[src/shared/rsd_pkg.sv]
// Purpose: constants, types and slot decoding for the register space decoder
// Assumes: 4-Kbyte register block split into 64 slots of 64 bytes
// Notes: slot maps are plain defaults; adjust to the module set that is built in
package rsd_pkg;

    // bus widths
    localparam int RSD_AW = 24;
    localparam int RSD_DW = 16;
    localparam int RSD_VOW = 10;

    // block placement: addr[23:20] = {map bit, 111}, addr[19:12] all ones
    localparam logic [2:0] RSD_BLK_HI_LOW3 = 3'h7;
    localparam logic [7:0] RSD_BLK_MID = 8'hFF;
    localparam int RSD_SLOT_LSB = 6;
    localparam int RSD_SLOT_W = 6;

    // slot maps, one bit per 64-byte slot
    localparam logic [63:0] RSD_IMPL_MAP = 64'hFFFF_0000_0000_FF0F;
    localparam logic [63:0] RSD_RSVD_MAP = 64'h0000_FFFF_0000_0000;
    localparam logic [63:0] RSD_SUPV_MAP = 64'h0000_0000_0000_0F03;

    // space type codes
    localparam logic [2:0] RSD_FC_SUP_DATA = 3'h5;
    localparam logic [2:0] RSD_FC_SUP_PROG = 3'h6;
    localparam int RSD_FC_SUP_BIT = 2;

    // fixed address of the reset vector fetch
    localparam logic [23:0] RSD_RESET_VEC_ADDR = 24'h00_0000;

    // reset values
    localparam logic [23:0] RSD_ADDR_RST = 24'h00_0000;
    localparam logic [15:0] RSD_DATA_RST = 16'h0000;
    localparam logic [2:0] RSD_FC_RST = 3'h0;

    typedef enum logic [1:0] {
        RSD_IDLE = 2'b00,
        RSD_ACT = 2'b01,
        RSD_END = 2'b11
    } rsd_state_t;

    // pick the bit of a slot map that covers an address
    function automatic logic rsd_slot_bit(input logic [63:0] map, input logic [23:0] addr);
        rsd_slot_bit = map[addr[RSD_SLOT_LSB +: RSD_SLOT_W]];
    endfunction : rsd_slot_bit

endpackage : rsd_pkg

[src/hw/rsd_region_decode.sv]
// Purpose: classify one address against the module register block
// Assumes: inputs stable for the cycle in which the result is sampled
// Notes: purely combinational; reserved slots win over implemented ones
`timescale 1ns/1ns
`default_nettype none
module rsd_region_decode (
    input wire logic [23:0] addr_i,
    input wire logic module_map_select_i,
    output logic blk_o,
    output logic impl_o,
    output logic rsvd_o,
    output logic sup_only_o
);
    logic hi_hit;
    logic raw_impl;

    // block base follows the map bit
    assign hi_hit = (addr_i[23:20] == {module_map_select_i, rsd_pkg::RSD_BLK_HI_LOW3});
    assign blk_o = hi_hit && (addr_i[19:12] == rsd_pkg::RSD_BLK_MID);

    // slot lookups inside the block
    assign raw_impl = rsd_pkg::rsd_slot_bit(rsd_pkg::RSD_IMPL_MAP, addr_i);
    assign rsvd_o = blk_o && rsd_pkg::rsd_slot_bit(rsd_pkg::RSD_RSVD_MAP, addr_i);
    assign impl_o = blk_o && raw_impl && !rsvd_o;
    assign sup_only_o = impl_o && rsd_pkg::rsd_slot_bit(rsd_pkg::RSD_SUPV_MAP, addr_i);
endmodule : rsd_region_decode
`default_nettype wire

[src/hw/rsd_space_decoder.sv]
// Purpose: address space decoder for the intermodule bus
// Assumes: core signals share mclk_i; the map bit comes from the integration config register
// Notes: one decision per address strobe, held until the strobe rises
`timescale 1ns/1ns
`default_nettype none
module rsd_space_decoder (
    input wire logic mclk_i,
    input wire logic reset_n_i,
    input wire logic addr_strobe_n_i,
    input wire logic [23:0] addr_i,
    input wire logic [15:0] wdata_i,
    input wire logic [2:0] space_type_code_i,
    input wire logic module_map_select_i,
    input wire logic vec_req_i,
    input wire logic vec_reset_i,
    input wire logic [9:0] vec_offset_i,
    input wire logic [23:0] vector_base_register_i,
    output logic int_sel_o,
    output logic ext_cycle_o,
    output logic rsvd_hit_o,
    output logic access_deny_o,
    output logic [5:0] reg_slot_o,
    output logic [23:0] ext_addr_o,
    output logic [15:0] ext_data_o,
    output logic [2:0] ext_fc_o,
    output logic vec_valid_o,
    output logic [23:0] vec_addr_o,
    output logic [2:0] vec_fc_o
);

    rsd_pkg::rsd_state_t state_reg, state_next;
    logic int_sel_reg, int_sel_next;
    logic ext_cycle_reg, ext_cycle_next;
    logic rsvd_reg, rsvd_next;
    logic deny_reg, deny_next;
    logic [5:0] slot_reg, slot_next;
    logic [23:0] addr_reg, addr_next;
    logic [15:0] data_reg, data_next;
    logic [2:0] fc_reg, fc_next;
    logic map_reg, map_next;
    logic vec_valid_reg, vec_valid_next;
    logic [23:0] vec_addr_reg, vec_addr_next;
    logic [2:0] vec_fc_reg, vec_fc_next;
    logic blk;
    logic impl;
    logic rsvd;
    logic sup_only;
    logic is_super;
    logic start;

    rsd_region_decode u_region (
        .addr_i(addr_i),
        .module_map_select_i(module_map_select_i),
        .blk_o(blk),
        .impl_o(impl),
        .rsvd_o(rsvd),
        .sup_only_o(sup_only)
    );

    assign is_super = space_type_code_i[rsd_pkg::RSD_FC_SUP_BIT];
    assign start = (state_reg == rsd_pkg::RSD_IDLE) && !addr_strobe_n_i;

    // cycle sequencing and selection decisions
    always_comb begin
        state_next = state_reg;
        int_sel_next = int_sel_reg;
        ext_cycle_next = ext_cycle_reg;
        rsvd_next = rsvd_reg;
        deny_next = deny_reg;
        slot_next = slot_reg;
        addr_next = addr_reg;
        data_next = data_reg;
        fc_next = fc_reg;
        map_next = map_reg;
        case (state_reg)
            rsd_pkg::RSD_IDLE: begin
                if (!addr_strobe_n_i) begin
                    state_next = rsd_pkg::RSD_ACT;
                    addr_next = addr_i;
                    data_next = wdata_i;
                    fc_next = space_type_code_i;
                    map_next = module_map_select_i;
                    slot_next = addr_i[rsd_pkg::RSD_SLOT_LSB +: rsd_pkg::RSD_SLOT_W];
                    int_sel_next = impl && !(sup_only && !is_super);
                    ext_cycle_next = !blk || (!impl && !rsvd);
                    rsvd_next = rsvd;
                    deny_next = sup_only && !is_super;
                end
            end
            rsd_pkg::RSD_ACT: begin
                if (addr_strobe_n_i) begin
                    state_next = rsd_pkg::RSD_END;
                    int_sel_next = 1'b0;
                    ext_cycle_next = 1'b0;
                    rsvd_next = 1'b0;
                    deny_next = 1'b0;
                end
            end
            rsd_pkg::RSD_END: begin
                state_next = rsd_pkg::RSD_IDLE;
            end
            default: begin
                state_next = rsd_pkg::RSD_IDLE;
                int_sel_next = 1'b0;
                ext_cycle_next = 1'b0;
                rsvd_next = 1'b0;
                deny_next = 1'b0;
            end
        endcase
    end

    // decision registers
    always_ff @(posedge mclk_i) begin
        if (!reset_n_i) begin
            state_reg <= rsd_pkg::RSD_IDLE;
            int_sel_reg <= 1'b0;
            ext_cycle_reg <= 1'b0;
            rsvd_reg <= 1'b0;
            deny_reg <= 1'b0;
            slot_reg <= 6'h00;
            addr_reg <= rsd_pkg::RSD_ADDR_RST;
            data_reg <= rsd_pkg::RSD_DATA_RST;
            fc_reg <= rsd_pkg::RSD_FC_RST;
            map_reg <= 1'b0;
        end else begin
            state_reg <= state_next;
            int_sel_reg <= int_sel_next;
            ext_cycle_reg <= ext_cycle_next;
            rsvd_reg <= rsvd_next;
            deny_reg <= deny_next;
            slot_reg <= slot_next;
            addr_reg <= addr_next;
            data_reg <= data_next;
            fc_reg <= fc_next;
            map_reg <= map_next;
        end
    end

    // vector fetch address and space
    always_comb begin
        vec_valid_next = vec_req_i;
        vec_addr_next = vec_addr_reg;
        vec_fc_next = vec_fc_reg;
        if (vec_req_i) begin
            if (vec_reset_i) begin
                vec_addr_next = rsd_pkg::RSD_RESET_VEC_ADDR;
                vec_fc_next = rsd_pkg::RSD_FC_SUP_PROG;
            end else begin
                vec_addr_next = 24'(vector_base_register_i + {14'h0000, vec_offset_i});
                vec_fc_next = rsd_pkg::RSD_FC_SUP_DATA;
            end
        end
    end

    // vector registers
    always_ff @(posedge mclk_i) begin
        if (!reset_n_i) begin
            vec_valid_reg <= 1'b0;
            vec_addr_reg <= rsd_pkg::RSD_ADDR_RST;
            vec_fc_reg <= rsd_pkg::RSD_FC_RST;
        end else begin
            vec_valid_reg <= vec_valid_next;
            vec_addr_reg <= vec_addr_next;
            vec_fc_reg <= vec_fc_next;
        end
    end

    // outputs straight from flops
    assign int_sel_o = int_sel_reg;
    assign ext_cycle_o = ext_cycle_reg;
    assign rsvd_hit_o = rsvd_reg;
    assign access_deny_o = deny_reg;
    assign reg_slot_o = slot_reg;
    assign ext_addr_o = addr_reg;
    assign ext_data_o = data_reg;
    assign ext_fc_o = fc_reg;
    assign vec_valid_o = vec_valid_reg;
    assign vec_addr_o = vec_addr_reg;
    assign vec_fc_o = vec_fc_reg;
endmodule : rsd_space_decoder
`default_nettype wire

[config.mk]
export PLATFORM = sky130hd
export DESIGN_NAME = rsd_space_decoder
export DESIGN_NICKNAME = d
export VERILOG_FILES = /design/src/shared/rsd_pkg.sv /design/src/hw/rsd_region_decode.sv /design/src/hw/rsd_space_decoder.sv
export SDC_FILE = /design/constraint.sdc
export NUM_CORES = 1
export LEC_CHECK = 0
export ABC_CLOCK_PERIOD_IN_PS = 2100
export BUFFER_PORTS_ARGS = -buffer_cell sky130_fd_sc_hd__buf_2
export CAP_MARGIN = 20
export CORE_MARGIN = 3
export CORE_UTILIZATION = 40
export CTS_CLUSTER_DIAMETER = 100
export DETAILED_ROUTE_END_ITERATION = 10
export MAX_ROUTING_LAYER = met4
export PLACE_DENSITY = 0.81
export SYNTH_ARGS = -nofsm -noshare
export SYNTH_HDL_FRONTEND = slang
export SYNTH_SLANG_ARGS = --single-unit
[constraint.sdc]
create_clock -name mclk_i -period 2.1 [get_ports mclk_i]
set_input_delay 0.105 -clock mclk_i [delete_from_list [all_inputs] [get_ports mclk_i]]
set_output_delay 0.105 -clock mclk_i [all_outputs]
set_load 0.005 [all_outputs]
Word level (Yosys, flattened, before mapping)
Memory sizes are Yosys's and may differ from the RTL's.
Index checks and enable logic that the tools add are counted.
Word-level totals
  register bits after elaboration: 83
  memories: 3
  memory bits (read-only): 192
Memories
  (name not given): words 64, bits a word 1, read ports 1, clocked after Yosys merged registers in 0, wr ports 0, RTL line rsd_pkg.sv:43  | rsd_slot_bit = map[addr[RSD_SLOT_LSB +: RSD_SLOT_W]];
  (name not given): words 64, bits a word 1, read ports 1, clocked after Yosys merged registers in 0, wr ports 0, RTL line rsd_pkg.sv:43
  (name not given): words 64, bits a word 1, read ports 1, clocked after Yosys merged registers in 0, wr ports 0, RTL line rsd_pkg.sv:43
Cells by class
  bitwise operators: 2
  mux-type cells: 17
  add/subtract/negate cells: 1
  reduce and logical (&&, ||, !) cells: 18
  equal/unequal tests: 6
  $lt $le $gt $ge: 1
Operators by type and width (number)
  adder 24 x 10 -> 24 bit: 1
  2-to-1 mux 24 bit: 1
  one-hot mux 1 bit (3 select lines): 4
  equality test 8 bit (second input constant): 1
  logical AND 1 bit: 8
  2-to-1 mux 1 bit: 8
  < comparator 6 x 7 -> 1 bit (second input constant): 1
  2-to-1 mux 2 bit: 3
  zero test 1 bit: 5
  equality test 4 bit: 1
  inequality test 2 bit (second input constant): 2
  one-hot mux 2 bit (2 select lines): 1
  AND reduction 2 bit: 2
  AND reduction 3 bit: 1
  equality test 2 x 1 -> 1 bit (second input constant): 1
  equality test 2 bit (second input constant): 1
  zero test 2 bit: 1
  NOT 1 bit: 2
  logical OR 1 bit: 1

Depth between registers and ports, before layout
Gate-level depths: netlist of run 1.
  depth in word-level cells: 11
  depth in mapped cells: 8

Hierarchy
Synthesis of run 1 repeated with hierarchy kept, for this count alone.
Unflattened totals
  cell total of the unflattened synthesis: 442
  area total of the unflattened synthesis: 3788.6 um^2
Modules (own cells, without submodules)
  rsd_space_decoder: cells an instance 427, instances 1, area each 3694.8 um^2
  rsd_region_decode: cells an instance 15, instances 1, area each 93.8 um^2

Worst setup path after synthesis of run 1
Ideal clock, no wire load.
  kind: input -> register
  start: in vec_offset_i[0]
  end: reg vec_addr_reg[10] (netlist: vec_addr_o[10])
  path buffers: 1
  stages: 8
  arrival time: 1710 ps
  setup slack: 262 ps
  required time: 1972 ps
  cell sequence: ha_1 -> fa_1 -> a211oi_2 -> o21bai_2 -> a211oi_2 -> buf_6 -> xnor2_1 -> o21ai_1
On the way
  cells in the longest elaborated chain, start to end: 2
RTL lines
  start: declaration: RTL line rsd_space_decoder.sv:16  | input wire logic [9:0] vec_offset_i,
  adder 24 x 10 -> 24 bit: RTL line rsd_space_decoder.sv:149  | vec_addr_next = 24'(vector_base_register_i + {14'h0000, vec_offset_i});
  2-to-1 mux 24 bit: RTL line rsd_space_decoder.sv:145  | if (vec_reset_i) begin
  end signal: assignment: RTL line rsd_space_decoder.sv:159  | vec_addr_reg <= rsd_pkg::RSD_ADDR_RST;
  end signal: assignment: RTL line rsd_space_decoder.sv:163  | vec_addr_reg <= vec_addr_next;
  end: declaration: RTL line rsd_space_decoder.sv:42  | logic [23:0] vec_addr_reg, vec_addr_next;
No other way between the ends.
A chain may end at the register's enable or synchronous reset.

Final worst setup path of run 1
Ends and elaborated chain as after synthesis.

==> impl_metrics.toml, run 1 <==
[sta]
hold_violations = 0
drv_slew = 0
fin_crit_sh = 0.814
finClkSkew_ps = 8.11
tightest_slew_ps = 524
clock.fmax_ghz = 0.585
period_needed_ps = 1710
relSlewSlack = 0.648
rsz0062_at_grt = "no"
fin_tns_setup_ps = 0
finalSetupViolCount = 0
finalHoldWorstSlack_ps = 17.0

[floorplanning]
core_um2 = 8980
num_rows = 34
start_util = 0.423
chipWidth_um = 103
fp.dieH_um = 103
die_area_um2 = 10700
ios = 164

[clock_network]
clock_latency_ps = 340
cts-root-buf = "clkbuf_8"
ctsResizeCount = 0
post_cts_buffers = 0
clockBufferDepth = 2
clk_pin_slew_ps = 90
cts-htree-levels = 3
numCtsBuffers = 9
cts_tree = "done"
cts.sinks = 77

[pwr]
intPower_mw = 2.56
max-vdd-ir-drop_mv = 0.313
p_per_area_nw_per_um2 = 687
p_clk_frac = 0.365
cellLeakagePower_nw = 2.33
switchingPower_mw = 0.960
total_power_mw = 3.52
power.share.sequential = 0.454
swShare = 0.273
power_frac_comb = 0.181

[finish]
antennaDiodeCount = 0
final_nets = 718
final_core_util = 0.571
largest_reg_flops = 24
area_growth_pct = 35.0
layout-drive-gt1-share = 0.324

[worst_setup_path]
path_delay_family = "compound AO/OA/AOI/OAI gates"
cp.arrival_ps = 1950
crit_top_cell = "a211oi_2"
rr_worst_depth = 4
cp_slowest_cell = "fa_1"
crit_path_start_kind = "primary input"
worstSetupPathType = "in -> reg"
crit_chain = "buf_2, ha_1, fa_1, a211oi_2, o21bai_2, a211oi_2, buf_4, xnor2_1, o21ai_1"
cp_num_buf_inv = 2
critPathRequiredTime_ps = 2340
worst_path_largest_cell_delay_ps = 440
end_kind = "flop"
crit_fanout = 13
crit_cells = 9

[global_routing]
grtUsageTotal = 0.197
antenna_found_initial = 0
grt_start_max_net_pins = 61
grt.overflow.total = 0
grt_pass1_vias = 3564
grt_pass1_wl_um = 16400

[logic_synthesis]
synthTopCellsByArea = "dfxtp_1 (41%), nand2_1 (10%), a21boi_0 (9.5%), ha_1 (3.3%), nand3_1 (3.0%)"
synth_nets = 544
async_flop_share = 0
yosysWarnings = 0
syn-instance-count = 450
synth-seq-area-share = 0.406
ys.flop_type = "dfxtp_1"
synth_top_area_share = 0.406
synth.distinct_cells = 58
postSynthAreaPerCell_um2 = 8.44
synth_edf_count = 0
syn-cell-area_um2 = 3800
ys_seq_elements = 77
synth_top_area_cell = "dfxtp_1"

[detailed_routing]
drc = 0
drtIter0Drc = 118
vias = 3927
ant_nets = 0
drt_first_pass_iters = 4
wl_per_cell_um = 14.1
wl_um = 10600
vias_per_cell = 5.20

[job]
max-cap-violations = 0

[placed_design]
portBuffers = 163
dp.final_hpwl_um = 7990
place_congestion = 0.912

[hold_path]
whs_path_depth = 3
hp-class = "in -> reg"

[run_status]
status = "completed"
-- power by group through the flow --
| stage | registers [mW] | clock network (mW) | logic, mW |
|---|---|---|---|
| detailed placement | 1.63 | 0 | 0.611 |
| global route | 1.61 | 1.40 | 0.710 |
| floorplan | 1.64 | 0 | 0.332 |
| finish | 1.60 | 1.29 | 0.637 |
| global placement | 1.63 | 0 | 0.596 |
| CTS | 1.60 | 1.32 | 0.636 |
-- cell usage after synthesis, types with 3 or more instances --
library cell / count
nand3_1: 23
and3_1: 3
a32o_1: 3
xnor2_1: 3
o21a_1: 3
nor3b_1: 3
or3_1: 5
o21ai_0: 11
nor2b_1: 16
o21ai_1: 3
a221oi_1: 4
inv_1: 7
nand4_1: 10
nand3b_1: 3
or4_1: 8
dfxtp_1: 77
nor3_1: 5
a21boi_0: 48
a21oi_1: 15
clkbuf_1: 19
a21o_1: 4
nand2_1: 103
xor2_1: 3
ha_1: 10
buf_4: 6
nand2b_1: 6
a32oi_1: 7
nor2_1: 5
-- cell usage in the layout, fill, tap and decap left out, types with 11 or more instances in the layout --
| master | instances |
|---|---|
| dfxtp_1 | 77 |
| buf_4 | 12 |
| o21ai_0 | 11 |
| dlygate4sd3_1 | 17 |
| buf_2 | 163 |
| a21boi_0 | 48 |
| a21oi_1 | 15 |
| nand2_1 | 103 |
| nor2b_1 | 16 |
| nand3_1 | 23 |
-- cell families after synthesis --
logic type | after synthesis | synth area share
adder cells (fa/ha/maj) | 11 | 0.0382
XOR/XNOR | 6 | 0.0138
buffers and inverters | 36 | 0.0442
AO/OA/AOI/OAI | 114 | 0.220
flip-flops | 77 | 0.406
multiplexers | 2 | 0.00527
AND/OR/NAND/NOR | 204 | 0.272
-- layout make-up --
class                   count  area, um2
clock buffers              10        138
flip-flops and latches     77       1540
clock inverters             6       93.8
multi-input cells         337       2090
well taps                 126        158
fillers                   786       3850
inverters                   7       26.3
repair buffers            192       1080
-- stage by stage --
step	setup WS (ps)	cell area (um2)	instances
after CTS	426	5120	754
after global routing	270	5130	755
after detailed placement	48.8	4720	722
after floorplan	262	3800	450
final	390	5130	755
after global placement	123	4720	722
-- final timing paths --
kind | start | endpoint | slack (ps)
setup reg to reg | state_reg[1] | int_sel_o | 680
hold reg to reg | ext_addr_o[0] | ext_addr_o[0] | 460
hold / removal | wdata_i[2] | ext_data_o[2] | 20
setup / recovery | vec_offset_i[0] | vec_addr_o[10] | 390
-- worst reg2reg max path, cell delays in order, from the launching register on --
cell,delay [ps]
dfxtp_1,350
or3_1,440
a211oi_1,320
a22oi_1,130
nor2b_1,130
-- metal layers --
layer | wire length [um] | share of wire | global-route usage
met2 | 5020 | 0.47 | 0.321
met1 | 4540 | 0.43 | 0.240
met3 | 885 | 0.083 | 0.0463
met4 | 166 | 0.016 | 0.0627
met5 | 0 | 0 | -
-- what timing repair did --
item / 4_1_cts / 5_1_grt
hold buffers: 16 / 1
endpoints found under the hold margin: 16 / 1
endpoints found under the setup margin: 0 / 0
Power figures use the tool's default switching activity.
==> run 2: changes to the inputs <==
ABC_CLOCK_PERIOD_IN_PS = 1400   (was 2100)
PLACE_DENSITY = 0.84   (was 0.81)
clock period = 1.4 ns   (was 2.1 ns; I/O delays follow)
==> run 2 against run 1 <==
Effect of this change: the run now ends with setup timing left; via count is 8.9% higher; final area is 14% higher; power is 53% higher; die area stayed put; core utilization is 7.9 points higher; critical path depth stayed put; routed wire length is 17% higher; sequential power is 50% higher; non-clock buffer count is 58 higher; combinational power is 95% higher; critical endpoint is now vec_addr_o[20].
==> impl_metrics.toml, run 2 (same netlist as run 1, synthesis figures left out) <==
[clock_network]
clock_latency_ps = 340
cts-root-buf = "clkbuf_8"
numCtsBuffers = 9
cts-htree-levels = 3
cts_tree = "done"
clockBufferDepth = 2
cts.sinks = 77
clk_pin_slew_ps = 90

[detailed_routing]
drtIter0Drc = 147
ant_nets = 0
drt_first_pass_iters = 5
wl_per_cell_um = 15.2
vias_per_cell = 5.26
wl_um = 12400
drc = 0
vias = 4277

[run_status]
status = "complete, but fails checks"
violations = "setup timing"

[worst_setup_path]
crit_path_start_kind = "primary input"
worstSetupPathType = "in -> reg"
rr_worst_depth = 4
crit_fanout = 7
cp.arrival_ps = 1810
end_kind = "flop"
critPathRequiredTime_ps = 1620

[floorplanning]
ios = 164
start_util = 0.423
chipWidth_um = 103
core_um2 = 8980
fp.dieH_um = 103
die_area_um2 = 10700
num_rows = 34

[sta]
worst_slack_ps = -193
finalHoldWorstSlack_ps = 23.7
rsz0062_at_grt = "yes"
finalSetupViolCount = 8
period_needed_ps = 1590
fin_crit_sh = 1.14
finClkSkew_ps = 16.9
tightest_slew_ps = 479
hold_violations = 0
clock.fmax_ghz = 0.628
relSlewSlack = 0.681
drv_slew = 0

[placed_design]
portBuffers = 163
dp.final_hpwl_um = 8590
place_congestion = 0.860

[pwr]
max-vdd-ir-drop_mv = 0.475
total_power_mw = 5.39
cellLeakagePower_nw = 2.63
p_per_area_nw_per_um2 = 923

[global_routing]
grt.overflow.total = 0
grt_pass1_wl_um = 18700
grt_pass1_vias = 4160
grtUsageTotal = 0.224
antenna_found_initial = 0
grt_start_max_net_pins = 60

[finish]
antennaDiodeCount = 0
layout-drive-gt1-share = 0.380
largest_reg_flops = 24
final_nets = 776
area_growth_pct = 53.7
final_common_cell = "buf_2"
final_cell_mix = "buf_2 (160), nand2_1 (101), dfxtp_1 (77)"
final_core_util = 0.650

[job]
max-cap-violations = 0

[hold_path]
hp-class = "in -> reg"
whs_path_depth = 2
-- run 2: cell types whose count changed in the layout (fill, tap and decap cells not counted), sizes merged --
cell         change
buf             +35
clkbuf           +1
bufinv           -1
dlygate4sd3     +22
clkinv           -1
clkinvlp         +2
-- run 2: worst max-delay path, cell delays in order --
cell and delay, ps:
buf_6 100, ha_4 150, fa_2 370, a211oi_4 310, o21bai_4 130, a211oi_4 310, buf_6 170, or4_1 120
nand3_1 80
-- run 2: cell type report --
type	instances	area, um2
Fill cell	713	3140
Multi-Input combinational cell	337	2290
Timing Repair Buffer	250	1610
Sequential cell	77	1540
Tap cell	126	158
Clock buffer	10	138
Clock inverter	6	70.1
Inverter	7	26.3
-- run 2: worst paths after layout --
kind                                 startpoint              to  slack (ps)
worst max register to register     state_reg[1]  ext_data_o[11]          70
worst min-delay path                  vec_req_i     vec_valid_o          20
worst max-delay path            vec_offset_i[0]  vec_addr_o[20]        -190
worst min register to register   ext_data_o[12]  ext_data_o[12]         460
-- run 2: metal layers --
metal | up-vias | track usage | wire [um]
met5 | - | - | 0
met4 | 0 | 0.0727 | 213
met3 | 20 | 0.0463 | 924
met2 | 197 | 0.404 | 6230
met1 | 2006 | 0.245 | 5010
li1 | 2054 | - | -
-- run 2: what timing repair did --
item                                   CTS  global route
gates cloned                             0             2
pin swaps                                1            12
endpoints found under the hold margin   39             0
resized for setup                        4            16
buffers inserted                         0             1
setup endpoints to repair                8            14
hold buffers                            39             0
-- run 2: metrics by stage --
stage | area (um2) | TNS, ps | worst slack (ps) | instances
floorplan | 3920 | -2130 | -273 | 450
global placement | 5110 | -5920 | -435 | 755
detailed placement | 5110 | -6490 | -465 | 755
CTS | 5730 | -140 | -34.3 | 810
global route | 5840 | -1360 | -201 | 813
finish | 5840 | -1110 | -193 | 813
-- run 2: power by group --
part	internal (mW)	switching, mW	leakage (nW)
combinational	0.640	0.602	1.90
sequential	2.32	0.0734	0.632
clock	0.885	0.861	0.0955
